## src/common/tmc_pkg.sv

```systemverilog
// Package of constants and types for the triple timer/counter core
package tmc_pkg;

   // Register bus widths
   localparam int ADDR_W = 4;
   localparam int DATA_W = 8;

   // Register offsets
   localparam logic [3:0] ADDR_T0_CTRL = 4'h0;  // Timer zero control
   localparam logic [3:0] ADDR_T0_LOW = 4'h1;   // Timer zero count, low byte
   localparam logic [3:0] ADDR_T0_HIGH = 4'h2;  // Timer zero count, high byte
   localparam logic [3:0] ADDR_T1_COUNT = 4'h3; // Second timer count
   localparam logic [3:0] ADDR_T2_COUNT = 4'h4; // Third timer count
   localparam logic [3:0] ADDR_PERIOD1 = 4'h5;  // Second timer period
   localparam logic [3:0] ADDR_PERIOD2 = 4'h6;  // Third timer period
   localparam logic [3:0] ADDR_T12_CTRL = 4'h7; // Second/third timer control
   localparam logic [3:0] ADDR_FLAGS = 4'h8;    // Rollover flags, W1C

   // Field positions in the timer zero control register
   localparam int T0_EDGE_BIT = 6;  // 1 = falling edge of the pin counts
   localparam int T0_SRC_BIT = 5;   // 1 = external pin, 0 = instr clock
   localparam int T0_PS_MSB = 4;    // Prescale select, top bit
   localparam int T0_PS_LSB = 1;    // Prescale select, bottom bit
   localparam logic [7:0] T0_CTRL_MASK = 8'h7E; // Bits 7 and 0 read zero

   // Field positions in the flag register
   localparam int FLAG_ONE_BIT = 0;
   localparam int FLAG_TWO_BIT = 1;

   // Reset values
   localparam logic [7:0] T0_CTRL_RST = 8'h00;
   localparam logic [7:0] T12_CTRL_RST = 8'h00;
   localparam logic [7:0] PERIOD_RST = 8'hFF;
   localparam logic [7:0] COUNT8_RST = 8'h00;
   localparam logic [15:0] COUNT16_RST = 16'h0000;

   // Timing: instruction clock is the device clock divided by four
   localparam int INSTR_DIV = 4;
   localparam int PS_CODE_W = 4;    // Width of the prescale select code
   localparam int PS_MAX_SHIFT = 8; // Largest ratio is 2**8 = 256

   // Second/third timer control layout (bit 7 down to bit 0)
   typedef struct packed {
      logic reserved;  // Reads zero
      logic twoIrqEn;  // Third timer interrupt enable
      logic oneIrqEn;  // Second timer interrupt enable
      logic chain;     // 1 = one 16-bit timer
      logic twoExt;    // Third timer counts the shared pin
      logic oneExt;    // Second timer counts the shared pin
      logic twoRun;    // Third timer running
      logic oneRun;    // Second timer running
   } tmc_t12_ctrl_t;

   // Time base handed to the pulse-width outputs
   typedef struct packed {
      logic [7:0] countOne;  // Second timer count
      logic [7:0] countTwo;  // Third timer count
      logic rollOne;         // Second timer (or chain) rolled over
      logic rollTwo;         // Third timer rolled over
   } tmc_timebase_t;

endpackage

```

## src/verilog/tmc_prescaler.sv

```systemverilog
// Power-of-two event prescaler for the first timer
`timescale 1ns/1ps
module tmc_prescaler #(
   parameter int CNT_W = 8  // Counter width, 2**CNT_W is the top ratio
) (
   input wire logic mclk,                          // Device clock
   input wire logic rstn,                          // Async reset, low
   input wire logic ce,                            // Clock enable
   input wire logic clear,                         // Restart the division
   input wire logic event_in,                      // Qualified event pulse
   input wire logic [tmc_pkg::PS_CODE_W-1:0] sel,  // Prescale select
   output logic tick                               // Prescaled pulse
);

   logic [CNT_W-1:0] count;    // Events seen in this period
   logic [CNT_W-1:0] divMask;  // Bits that must all be one to emit
   logic [3:0] shift;          // Decoded ratio exponent

   // Codes with the top bit set all mean the largest ratio
   always_comb
   begin
      if (sel[tmc_pkg::PS_CODE_W-1])
         shift = 4'(tmc_pkg::PS_MAX_SHIFT);
      else
         shift = {1'b0, sel[tmc_pkg::PS_CODE_W-2:0]};
   end

   // One mask bit per counter bit: ratio is two to the decoded exponent
   genvar i;
   generate
      for (i = 0; i < CNT_W; i++)
      begin : g_mask
         assign divMask[i] = (32'(shift) > i);
      end
   endgenerate

   // Count events; emit one tick per full ratio
   always_ff @(posedge mclk or negedge rstn)
   begin
      if (!rstn)
      begin
         count <= '0;
         tick <= 1'b0;
      end
      else if (ce)
      begin
         tick <= 1'b0;
         if (clear)
            count <= '0;
         else if (event_in)
         begin
            if ((count & divMask) == divMask)
            begin
               count <= '0;
               tick <= 1'b1;
            end
            else
               count <= count + 1'b1;
         end
      end
   end

endmodule

```

## src/verilog/tmc_timer_core.sv

```systemverilog
// Three timer/counters with a plain register port
//
// Function
// - First timer: 16-bit wrapping up counter
// - First timer clock: instruction clock or pin
// - Software picks rising or falling pin edge
// - Prescale select in control bits 4:1
// - Prescale ratios 1 to 256, powers of two
// - External clock synchronised before the prescaler
// - Second timer 8-bit, period match sets flag
// - Third timer 8-bit, period match sets flag
// - Shared pin may clock second and third
// - Second and third chain into 16-bit timer
// - Chained rollover sets the second timer flag
// - Second/third timers feed pulse-width time base
`timescale 1ns/1ps
module tmc_timer_core (
   input wire logic mclk,                        // Device clock, 10 MHz
   input wire logic rstn,                        // Async reset, active low
   input wire logic ce,                          // Clock enable, freezes all
   input wire logic [tmc_pkg::ADDR_W-1:0] addr,  // Register address
   input wire logic [tmc_pkg::DATA_W-1:0] wdata, // Write data
   input wire logic wr,                          // Write strobe
   input wire logic rd,                          // Read strobe
   input wire logic timerZeroExtClockPin,        // First timer pin, async
   input wire logic sharedCounterClockPin,       // Shared pin, async
   output logic [tmc_pkg::DATA_W-1:0] rdata,     // Read data, next cycle
   output logic [15:0] timerZeroCount,           // First timer count
   output tmc_pkg::tmc_timebase_t timeBase,      // Pulse-width time base
   output logic timerOneIrq,                     // Second timer interrupt
   output logic timerTwoIrq                      // Third timer interrupt
);

   // Software state
   logic [7:0] timerZeroControl;    // Edge, source, prescale
   tmc_pkg::tmc_t12_ctrl_t t12Ctrl; // Second/third timer control
   logic [7:0] periodOne;           // Second timer period
   logic [7:0] periodTwo;           // Third timer period
   logic [7:0] timerOneCount;       // Second timer count
   logic [7:0] timerTwoCount;       // Third timer count
   logic timerOneFlag;              // Second timer rollover flag
   logic timerTwoFlag;              // Third timer rollover flag

   // Clock and pin conditioning
   logic [1:0] instrDiv;            // Device clock divider
   logic instrTick;                 // One pulse per instruction cycle
   logic [2:0] zeroPinSync;         // Sync pair plus history
   logic [2:0] sharedPinSync;       // Sync pair plus history
   logic zeroEdge;                  // Selected edge of first timer pin
   logic sharedEdge;                // Rising edge of shared pin
   logic zeroEvent;                 // Event into the prescaler
   logic zeroTick;                  // Prescaled increment
   logic zeroLoad;                  // Software writes first timer count

   // Second/third timer stepping
   logic oneTick;                   // Second timer qualified event
   logic twoTick;                   // Third timer qualified event
   logic oneMatch;                  // Second timer at its period
   logic twoMatch;                  // Third timer at its period
   logic chainMatch;                // Chained count at 16-bit period
   logic oneRoll;                   // Second timer (or chain) rollover
   logic twoRoll;                   // Third timer rollover
   logic [7:0] flagClear;           // Write-one-to-clear pattern

   // Bus decode helpers
   logic wrT0Low;
   logic wrT0High;
   logic wrOneCount;
   logic wrTwoCount;

   assign wrT0Low = wr && (addr == tmc_pkg::ADDR_T0_LOW);
   assign wrT0High = wr && (addr == tmc_pkg::ADDR_T0_HIGH);
   assign wrOneCount = wr && (addr == tmc_pkg::ADDR_T1_COUNT);
   assign wrTwoCount = wr && (addr == tmc_pkg::ADDR_T2_COUNT);
   assign zeroLoad = wrT0Low || wrT0High;
   assign flagClear = (wr && (addr == tmc_pkg::ADDR_FLAGS)) ? wdata : 8'h00;

   // Instruction clock: device clock divided by four
   always_ff @(posedge mclk or negedge rstn)
   begin
      if (!rstn)
         instrDiv <= 2'h0;
      else if (ce)
         instrDiv <= instrDiv + 2'h1;
   end

   assign instrTick = (instrDiv == 2'(tmc_pkg::INSTR_DIV - 1));

   // Pin synchronisers; only stage 1 and history reach any logic
   // Limitation: one clock domain, so pin pulses must be slower than
   // half the device clock; the prescaler then divides the events.
   always_ff @(posedge mclk or negedge rstn)
   begin
      if (!rstn)
      begin
         zeroPinSync <= 3'h0;
         sharedPinSync <= 3'h0;
      end
      else if (ce)
      begin
         zeroPinSync <= {zeroPinSync[1:0], timerZeroExtClockPin};
         sharedPinSync <= {sharedPinSync[1:0], sharedCounterClockPin};
      end
   end

   // Edge choice for the first timer pin
   always_comb
   begin
      if (timerZeroControl[tmc_pkg::T0_EDGE_BIT])
         zeroEdge = zeroPinSync[2] && !zeroPinSync[1];
      else
         zeroEdge = !zeroPinSync[2] && zeroPinSync[1];
   end

   assign sharedEdge = !sharedPinSync[2] && sharedPinSync[1];

   // Source select for the first timer
   assign zeroEvent = timerZeroControl[tmc_pkg::T0_SRC_BIT] ? zeroEdge
                                                             : instrTick;

   // Prescaler; a count write restarts the division
   tmc_prescaler #(
      .CNT_W(tmc_pkg::PS_MAX_SHIFT)
   ) u_prescaler (
      .mclk(mclk),
      .rstn(rstn),
      .ce(ce),
      .clear(zeroLoad),
      .event_in(zeroEvent),
      .sel(timerZeroControl[tmc_pkg::T0_PS_MSB:tmc_pkg::T0_PS_LSB]),
      .tick(zeroTick)
   );

   // Control registers written by software
   always_ff @(posedge mclk or negedge rstn)
   begin
      if (!rstn)
      begin
         timerZeroControl <= tmc_pkg::T0_CTRL_RST;
         t12Ctrl <= tmc_pkg::T12_CTRL_RST;
         periodOne <= tmc_pkg::PERIOD_RST;
         periodTwo <= tmc_pkg::PERIOD_RST;
      end
      else if (ce && wr)
      begin
         case (addr)
            tmc_pkg::ADDR_T0_CTRL:
               timerZeroControl <= wdata & tmc_pkg::T0_CTRL_MASK;
            tmc_pkg::ADDR_T12_CTRL:
               t12Ctrl <= {1'b0, wdata[6:0]};
            tmc_pkg::ADDR_PERIOD1:
               periodOne <= wdata;
            tmc_pkg::ADDR_PERIOD2:
               periodTwo <= wdata;
            default:
               ;  // Counts and flags are handled below
         endcase
      end
   end

   // First timer: 16-bit counter that simply wraps
   always_ff @(posedge mclk or negedge rstn)
   begin
      if (!rstn)
         timerZeroCount <= tmc_pkg::COUNT16_RST;
      else if (ce)
      begin
         if (wrT0Low)
            timerZeroCount[7:0] <= wdata;  // Write beats increment
         else if (wrT0High)
            timerZeroCount[15:8] <= wdata;
         else if (zeroTick)
            timerZeroCount <= timerZeroCount + 16'h0001;
      end
   end

   // Clock choice for second and third timers: shared pin or instr
   assign oneTick = t12Ctrl.oneRun && (t12Ctrl.oneExt ? sharedEdge
                                                      : instrTick);
   assign twoTick = t12Ctrl.twoRun && (t12Ctrl.twoExt ? sharedEdge
                                                      : instrTick);

   assign oneMatch = (timerOneCount == periodOne);
   assign twoMatch = (timerTwoCount == periodTwo);
   // Low byte is the second timer, high byte the third
   assign chainMatch = ({timerTwoCount, timerOneCount}
                        == {periodTwo, periodOne});

   // In chained mode the second timer's clock drives the pair
   assign oneRoll = oneTick && (t12Ctrl.chain ? chainMatch : oneMatch);
   assign twoRoll = !t12Ctrl.chain && twoTick && twoMatch;

   // Second timer count; stops when not running
   always_ff @(posedge mclk or negedge rstn)
   begin
      if (!rstn)
         timerOneCount <= tmc_pkg::COUNT8_RST;
      else if (ce)
      begin
         if (wrOneCount)
            timerOneCount <= wdata;
         else if (oneRoll)
            timerOneCount <= 8'h00;
         else if (oneTick)
            timerOneCount <= timerOneCount + 8'h01;
      end
   end

   // Third timer count; carries from the second when chained
   always_ff @(posedge mclk or negedge rstn)
   begin
      if (!rstn)
         timerTwoCount <= tmc_pkg::COUNT8_RST;
      else if (ce)
      begin
         if (wrTwoCount)
            timerTwoCount <= wdata;
         else if (t12Ctrl.chain)
         begin
            if (oneRoll)
               timerTwoCount <= 8'h00;
            else if (oneTick && (timerOneCount == 8'hFF))
               timerTwoCount <= timerTwoCount + 8'h01;
         end
         else if (twoRoll)
            timerTwoCount <= 8'h00;
         else if (twoTick)
            timerTwoCount <= timerTwoCount + 8'h01;
      end
   end

   // Rollover flags; a new rollover wins over a clear in the same cycle
   always_ff @(posedge mclk or negedge rstn)
   begin
      if (!rstn)
      begin
         timerOneFlag <= 1'b0;
         timerTwoFlag <= 1'b0;
      end
      else if (ce)
      begin
         timerOneFlag <= (timerOneFlag && !flagClear[tmc_pkg::FLAG_ONE_BIT])
                         || oneRoll;
         timerTwoFlag <= (timerTwoFlag && !flagClear[tmc_pkg::FLAG_TWO_BIT])
                         || twoRoll;
      end
   end

   // Interrupt requests are flag and enable, registered for clean pins
   always_ff @(posedge mclk or negedge rstn)
   begin
      if (!rstn)
      begin
         timerOneIrq <= 1'b0;
         timerTwoIrq <= 1'b0;
      end
      else if (ce)
      begin
         timerOneIrq <= timerOneFlag && t12Ctrl.oneIrqEn;
         timerTwoIrq <= timerTwoFlag && t12Ctrl.twoIrqEn;
      end
   end

   // Time base for the pulse-width outputs, one cycle behind the counts
   always_ff @(posedge mclk or negedge rstn)
   begin
      if (!rstn)
         timeBase <= '0;
      else if (ce)
      begin
         timeBase.countOne <= timerOneCount;
         timeBase.countTwo <= timerTwoCount;
         timeBase.rollOne <= oneRoll;
         timeBase.rollTwo <= twoRoll;
      end
   end

   // Read port: data stands only in the cycle after the strobe
   always_ff @(posedge mclk or negedge rstn)
   begin
      if (!rstn)
         rdata <= 8'h00;
      else if (ce)
      begin
         if (!rd)
            rdata <= 8'h00;
         else
         begin
            case (addr)
               tmc_pkg::ADDR_T0_CTRL:
                  rdata <= timerZeroControl;
               tmc_pkg::ADDR_T0_LOW:
                  rdata <= timerZeroCount[7:0];
               tmc_pkg::ADDR_T0_HIGH:
                  rdata <= timerZeroCount[15:8];
               tmc_pkg::ADDR_T1_COUNT:
                  rdata <= timerOneCount;
               tmc_pkg::ADDR_T2_COUNT:
                  rdata <= timerTwoCount;
               tmc_pkg::ADDR_PERIOD1:
                  rdata <= periodOne;
               tmc_pkg::ADDR_PERIOD2:
                  rdata <= periodTwo;
               tmc_pkg::ADDR_T12_CTRL:
                  rdata <= t12Ctrl;
               tmc_pkg::ADDR_FLAGS:
                  rdata <= {6'h00, timerTwoFlag, timerOneFlag};
               default:
                  rdata <= 8'h00;  // Unmapped reads as zero
            endcase
         end
      end
   end

endmodule

```

## config.mk

```make
export PLATFORM = sky130hd
export DESIGN_NAME = tmc_timer_core
export DESIGN_NICKNAME = d
export VERILOG_FILES = /design/src/common/tmc_pkg.sv /design/src/verilog/tmc_prescaler.sv /design/src/verilog/tmc_timer_core.sv
export SDC_FILE = /design/constraint.sdc
export NUM_CORES = 1
export LEC_CHECK = 0
export ABC_AREA = 1
export BUFFER_PORTS_ARGS = -buffer_cell sky130_fd_sc_hd__buf_4
export CAP_MARGIN = 30
export CORE_MARGIN = 1.5
export CORE_UTILIZATION = 64
export CTS_CLUSTER_DIAMETER = 40
export CTS_CLUSTER_SIZE = 16
export DETAILED_ROUTE_END_ITERATION = 10
export PLACE_DENSITY = 0.87
export REMOVE_ABC_BUFFERS = 1
export SETUP_SLACK_MARGIN = 0.4
export SKIP_CTS_REPAIR_TIMING = 1
export SYNTH_ARGS = -nofsm -noshare
export SYNTH_HDL_FRONTEND = slang
export SYNTH_SLANG_ARGS = --single-unit
```

## constraint.sdc

```tcl
create_clock -name mclk -period 3.85 [get_ports mclk]
set_input_delay 0.385 -clock mclk [delete_from_list [all_inputs] [get_ports mclk]]
set_output_delay 0.385 -clock mclk [all_outputs]
set_load 0.05 [all_outputs]
```

==> metrics.txt, run 1 <==
final slew viol count 0; Pleak 0.00337 uW; WP data arrival 2.46 ns; die area 9930 um^2; Syn Area/Cell 7.56 um^2; initial antenna violation count 0; post-layout power 4240 uW; DP Wirelength 13,000 um; Post-synth ARST share 100%; GPL Wtd Cong 1.01; EDFF count, synth 0; Final Skew 0.00734 ns; final core utilization 73.0%; most numerous cell in the Yosys netlist nand2_1; Critical Path Max Stage Delay 0.39 ns; Commonest cells post-synth nand2_1, o21ai_0, dfrtp_1; Power Dens Cells 634 nW/um^2; Synth Instances 791; pin count of the biggest net entering global routing 74; max-cap violations 0; Area contributors post-synth dfrtp_1, nand2_1, o21ai_0; Yosys top cell by area dfrtp_1; slew margin rel. 37.1%; CTS root buffer clkbuf_8; drt first-iter violations 468; Detail Route Antenna Nets 0; I/O pins 63; Core Area 9150 um^2; R2R Path End timerTwoCount[5]$_DFFE_PN0P_; Synth Flop Type dfrtp_1; peak supply drop 379 uV; Yosys reg bits 108; Die Span Y 99.7 um; Skew-Pair Late Insertion Delay 0.38 ns; final hold vios 0; top cell type's share of synthesized area 38.5%; via/cell ratio 5.99; first-pass GRT wire length 28,200 um; Setup-failing EPs final 0; status completed; Crit path top cell by count nand2_1; Cell Area, Synth 5980 um^2; Worst setup EP type register; fill count 737; Remaining Overflow, GRT 0; worst reg-to-reg setup slack 1.66 ns; fin crit share 56.8%; H-Tree Depth 3; fmax 457 MHz; setup TNS 0 ns; register area 2720 um^2; clk buf depth 2; Antenna diodes 0; average wire per standard cell 18.2 um; P&R area growth vs syn 11.8%; Seq/Total Area, Yosys 45.5%; Residual DRC 0; Crit Path Max Fanout 9; clk slew on worst S/H paths 0.11 ns; R2R cell count 10; Tmin final 2.19 ns; Critical R2R Launch instrDiv[0]$_DFFE_PN0P_; std cell rows 35; CP max-delay cell dfrtp_1; Port Buffers 62; via count 5,772; vias in the first global route 5,513; Worst Tran Pin Value 0.938 ns; RSZ-0062 raised after global routing false; Syn. warnings 0; wirelength, routed 17,500 um; Starting Density 65.3%; final net count 872; first drt pass iteration count 7; Hold WS 0.116 ns; Die X 99.7 um; CP Launch Type register; share of layout cells above drive strength 1 16.1%; Cell variety after synth 42; type of the worst min-delay path primary input to asynchronous set/reset pin; CTS sink cnt 108; crit path kind register to register; cells along the critical path ha_1 > o21ai_0 > nor2_1 > nand3_1 > nor2_2 > nand3_4 > a21oi_4 > inv_4 > nand2_1 > nand2_1; CTS buffer count 9; multi-input logic area 2780 um^2; GRT Resource Usage Total 36.7%; CP required 4.12 ns; CTS tree built
[report_power, final]
| part | internal [uW] | switching [uW] |
|---|---|---|
| Sequential | 1460 | 350 |
| Clock | 239 | 409 |
| Combinational | 569 | 1220 |
[area by class of cell]
class	count	area share [%]
Multi-Input combinational cell	562	41.6
Timing Repair Buffer	65	7.30
Sequential cell	108	40.7
Inverter	102	5.77
Clock inverter	5	0.562
Clock buffer	11	1.97
Tap cell	111	2.08
[layout by cell type (no fill, tap or decap), drive strengths merged]
| cell type | count |
|---|---|
| nor3 | 10 |
| nand4 | 9 |
| nand3 | 43 |
| a221oi | 1 |
| dfrtp | 92 |
| a31oi | 2 |
| a21oi | 38 |
| o211ai | 2 |
| a22oi | 8 |
| clkbuf | 11 |
| clkinvlp | 2 |
| or2 | 1 |
| ha | 5 |
| inv | 103 |
| a2bb2oi | 3 |
| dfstp | 16 |
| nand2 | 250 |
| o31ai | 2 |
| o21ai | 110 |
| a211oi | 1 |
| buf | 65 |
| nor2 | 40 |
| clkinv | 2 |
| a21boi | 1 |
| o2111ai | 2 |
| xor2 | 14 |
| a32oi | 1 |
| o221ai | 2 |
| o22ai | 14 |
| nand3b | 3 |
[logic make-up (layout without fill, tap and decap cells)]
group / count (synthesis) / count (layout) / share of synthesized area [%]
buffers and inverters: 121 / 183 / 7.97
AND/OR/NAND/NOR: 356 / 356 / 25.9
AO/OA/AOI/OAI: 187 / 187 / 17.5
XOR/XNOR: 14 / 14 / 2.05
flip-flops: 108 / 108 / 45.5
adder cells (fa/ha/maj): 5 / 5 / 1.05
[stage by stage]
step,cell area (um^2),instances,worst slack (ns)
after CTS,6680,964,1.71
after floorplan,5890,772,1.88
final,6680,964,1.66
after global routing,6680,964,1.40
after global placement,6520,948,1.55
after detailed placement,6520,948,1.43
[metal layers]
metal	up-vias	wire, um	track usage, %
met3	57	1630	6.04
met5	-	0	0
li1	2705	-	-
met4	0	678	16.8
met2	305	8000	57.6
met1	2705	7230	50.3
[how the worst max path moves through the flow]
stage | startpoint | endpoint | cells after the start
after floorplan | timerZeroCount[1]$_DFFE_PN0P_ | timerZeroCount[14]$_DFFE_PN0P_ | 10
after global placement | addr[3] | timerOneCount[6]$_DFFE_PN0P_ | 8
final | instrDiv[0]$_DFFE_PN0P_ | timerTwoCount[5]$_DFFE_PN0P_ | 10
after CTS | instrDiv[0]$_DFFE_PN0P_ | timerTwoCount[5]$_DFFE_PN0P_ | 10
after detailed placement | addr[3] | timerOneCount[6]$_DFFE_PN0P_ | 8
after global routing | instrDiv[0]$_DFFE_PN0P_ | timerOneCount[6]$_DFFE_PN0P_ | 7
[critical path, delay by kind of cell (launching register included)]
family / cells / cell delay [ns]
buffers and inverters: 1 / 0.10
DFF: 1 / 0.39
AOI/OAI and AO/OA: 2 / 0.40
and+or+nand+nor: 6 / 0.99
adders and majority gates: 1 / 0.20
[state kept, by name, indices dropped and copies added (netlist names)]
register / flops
instrDiv: 2
periodOne: 8
periodTwo: 8
rdata: 8
sharedPinSync: 3
t12Ctrl: 7
timeBase: 18
timerOneCount: 8
timerOneFlag: 1
timerOneIrq: 1
timerTwoCount: 8
timerTwoFlag: 1
timerTwoIrq: 1
timerZeroControl: 6
timerZeroCount: 16
u_prescaler.count: 8
u_prescaler.tick: 1
zeroPinSync: 3
(Power assumes the default switching activity.)
==> inputs of run 2 (changes only) <==
--- a/config.mk
+++ b/config.mk
@@ -5,15 +5,15 @@
 export SDC_FILE = /design/constraint.sdc
 export NUM_CORES = 1
 export LEC_CHECK = 0
-export ABC_AREA = 1
+export ABC_AREA = 0
 export BUFFER_PORTS_ARGS = -buffer_cell sky130_fd_sc_hd__buf_4
 export CAP_MARGIN = 30
 export CORE_MARGIN = 1.5
-export CORE_UTILIZATION = 64
+export CORE_UTILIZATION = 54
 export CTS_CLUSTER_DIAMETER = 40
 export CTS_CLUSTER_SIZE = 16
 export DETAILED_ROUTE_END_ITERATION = 10
-export PLACE_DENSITY = 0.87
+export PLACE_DENSITY = 0.78
 export REMOVE_ABC_BUFFERS = 1
 export SETUP_SLACK_MARGIN = 0.4
 export SKIP_CTS_REPAIR_TIMING = 1
==> constraint.sdc (replaced) <==
create_clock -name mclk -period 1.8 [get_ports mclk]
set_input_delay 0.18 -clock mclk [delete_from_list [all_inputs] [get_ports mclk]]
set_output_delay 0.18 -clock mclk [all_outputs]
set_load 0.05 [all_outputs]
==> metrics.txt, run 2 <==
status complete, but fails checks; failing checks negative setup slack; clk buf depth 2; CP Capture Point timerTwoCount[7]$_DFFE_PN0P_; final hold vios 0; fmax 484 MHz; CP Launch Type register; most numerous cell in the Yosys netlist dfrtp_1; max reg flops 18; final slew viol count 0; Antenna diodes 0; initial antenna violation count 0; Synth Instances 587; WP data arrival 2.38 ns; clk slew on worst S/H paths 0.10 ns; Final Skew 0.0103 ns; via/cell ratio 6.33; register area 2740 um^2; Yosys reg bits 108; Tmin final 2.07 ns; Setup-failing EPs final 18; Core Area 10,900 um^2; multi-input logic area 3510 um^2; Syn Area/Cell 10.3 um^2; top cell type's share of synthesized area 37.9%; Residual DRC 0; Synth Flop Type dfrtp_1; wirelength, routed 19,700 um; Critical Path Max Stage Delay 0.46 ns; via count 5,606; Detail Route Antenna Nets 0; Skew-Pair Late Insertion Delay 0.42 ns; cells along the critical path xor2_1 > nor4_4 > a41oi_2 > o21bai_2 > buf_6 > o41ai_2 > a22o_2; most frequent cells in the layout buf_4, dfrtp_1, mux2_2, nand2_1, nor2_1; Port Buffers 62; P&R area growth vs syn 35.3%; Buffers & Inverters on Critical Path 1; worst reg-to-reg setup slack -0.27 ns; worst hold path depth 2; die area 11,900 um^2; Starting Density 55.7%; EDFF count, synth 0; share of layout cells above drive strength 1 48.9%; fin crit share 115%; type of the worst min-delay path primary input to register; Yosys top cell by area dfrtp_1; CP startpoint timerOneCount[1]$_DFFE_PN0P_; Worst Tran Pin Value 0.593 ns; Remaining Overflow, GRT 0; setup TNS -3.28 ns; largest register by flop count timeBase; Post-synth ARST share 100%; CP max-delay cell dfrtp_1; std cell rows 38; CTS buffer count 9; Place WS -0.285 ns; Crit Path Max Fanout 11; vias in the first global route 5,199; fill count 755; Die Span Y 109 um; Worst setup EP type register; Top Registers timeBase: 18 flops, timerZeroCount: 16 flops; Area contributors post-synth dfrtp_1, mux2_2, dfstp_2; worst setup margin -0.266 ns; Finished Layout Cells 886; pin count of the biggest net entering global routing 40; Syn. warnings 0; crit path kind register to register; H-Tree Depth 3; Seq/Total Area, Yosys 44.9%; final net count 765; max-cap violations 0; GPL Wtd Cong 0.937; RSZ-0062 raised after global routing true; CTS root buffer clkbuf_8; Power Dens Cells 1200 nW/um^2; Critical R2R Launch timerOneCount[1]$_DFFE_PN0P_; drt first-iter violations 422; R2R Path End timerTwoCount[7]$_DFFE_PN0P_; Commonest cells post-synth dfrtp_1, mux2_2, nand2_1; Die X 109 um; GRT Resource Usage Total 32.2%; crit-path leading delay family compound AO/OA/AOI/OAI gates; CTS sink cnt 108; first drt pass iteration count 5; WP depth 7; Pleak 0.00357 uW; I/O pins 63; DP Wirelength 13,500 um; Cell Area, Synth 6070 um^2; first-pass GRT wire length 28,200 um; commonest non-fill, non-tap cell in the layout buf_4; peak supply drop 1260 uV; CTS tree built; average wire per standard cell 22.2 um; placed cell count 847; CP required 2.11 ns; slew margin rel. 60.4%; R2R cell count 7; Cell variety after synth 72
[run 2: cell types whose count changed after synthesis, moves of 16 or more]
cell     delta
inv_1      -74
mux2_2     +54
nor2_1     +16
nand2_1   -192
o21ai_0    -73
inv_2      -17
[run 2: per-layer routing]
layer  share of wire (%)  global-route usage [%]
met5                   0                       0
met4                 3.7                    11.5
met1                  41                    43.6
met2                  48                    51.1
met3                 7.5                    6.99
[run 2: per-stage QoR]
| stage | total power (uW) | instance area, um^2 | utilization [%] | hold WS (ns) |
|---|---|---|---|---|
| 2_1_floorplan | 5630 | 5890 | - | -0.116 |
| 3_3_place_gp | 7140 | 7290 | 67.0 | 0.203 |
| 3_5_place_dp | 7260 | 7290 | 67.0 | 0.212 |
| 4_1_cts | 9070 | 7540 | 69.3 | -0.230 |
| 5_1_grt | 10200 | 8210 | 75.4 | 0.00775 |
| 6_report | 9830 | 8210 | 75.4 | 0.0139 |
[run 2: cell type report]
type	count	share of cell area, %
Sequential cell	108	33.3
Tap cell	140	2.13
Multi-Input combinational cell	432	42.7
Inverter	11	0.534
Timing Repair Buffer	179	18.3
Clock inverter	7	1.49
Clock buffer	9	1.51
[run 2: power breakdown]
group / switching, uW / internal, uW / total, uW
sequential: 605 / 3010 / 3610
clock: 917 / 932 / 1850
combinational: 2430 / 1940 / 4370
[run 2: cell families after synthesis]
logic type               synth area share (%)
AND/OR/NAND/NOR                          16.5
adder cells (fa/ha/maj)                  1.03
flip-flops                               44.9
AO/OA/AOI/OAI                            17.3
buffers and inverters                    3.67
multiplexers                             13.5
XOR/XNOR                                 3.18
[run 2: worst min-delay path by stage]
stage / startpoint / end / slack [ns]
2_1_floorplan: rstn / instrDiv[0]$_DFFE_PN0P_ / -0.12
3_3_place_gp: rstn / u_prescaler.count[2]$_DFFE_PN0P_ / 0.20
3_5_place_dp: rstn / u_prescaler.count[3]$_DFFE_PN0P_ / 0.21
4_1_cts: rstn / timerZeroCount[15]$_DFFE_PN0P_ / -0.23
5_1_grt: sharedCounterClockPin / sharedPinSync[0]$_DFFE_PN0P_ / 0.008
6_report: sharedCounterClockPin / sharedPinSync[0]$_DFFE_PN0P_ / 0.01
[run 2: worst register-to-register path, delay by kind of cell, from the launching register on]
kind,cells,cell delay [ns]
compound gates,4,0.74
xor+xnor,1,0.21
buf+inv,1,0.16
flops,1,0.46
simple gates,1,0.40
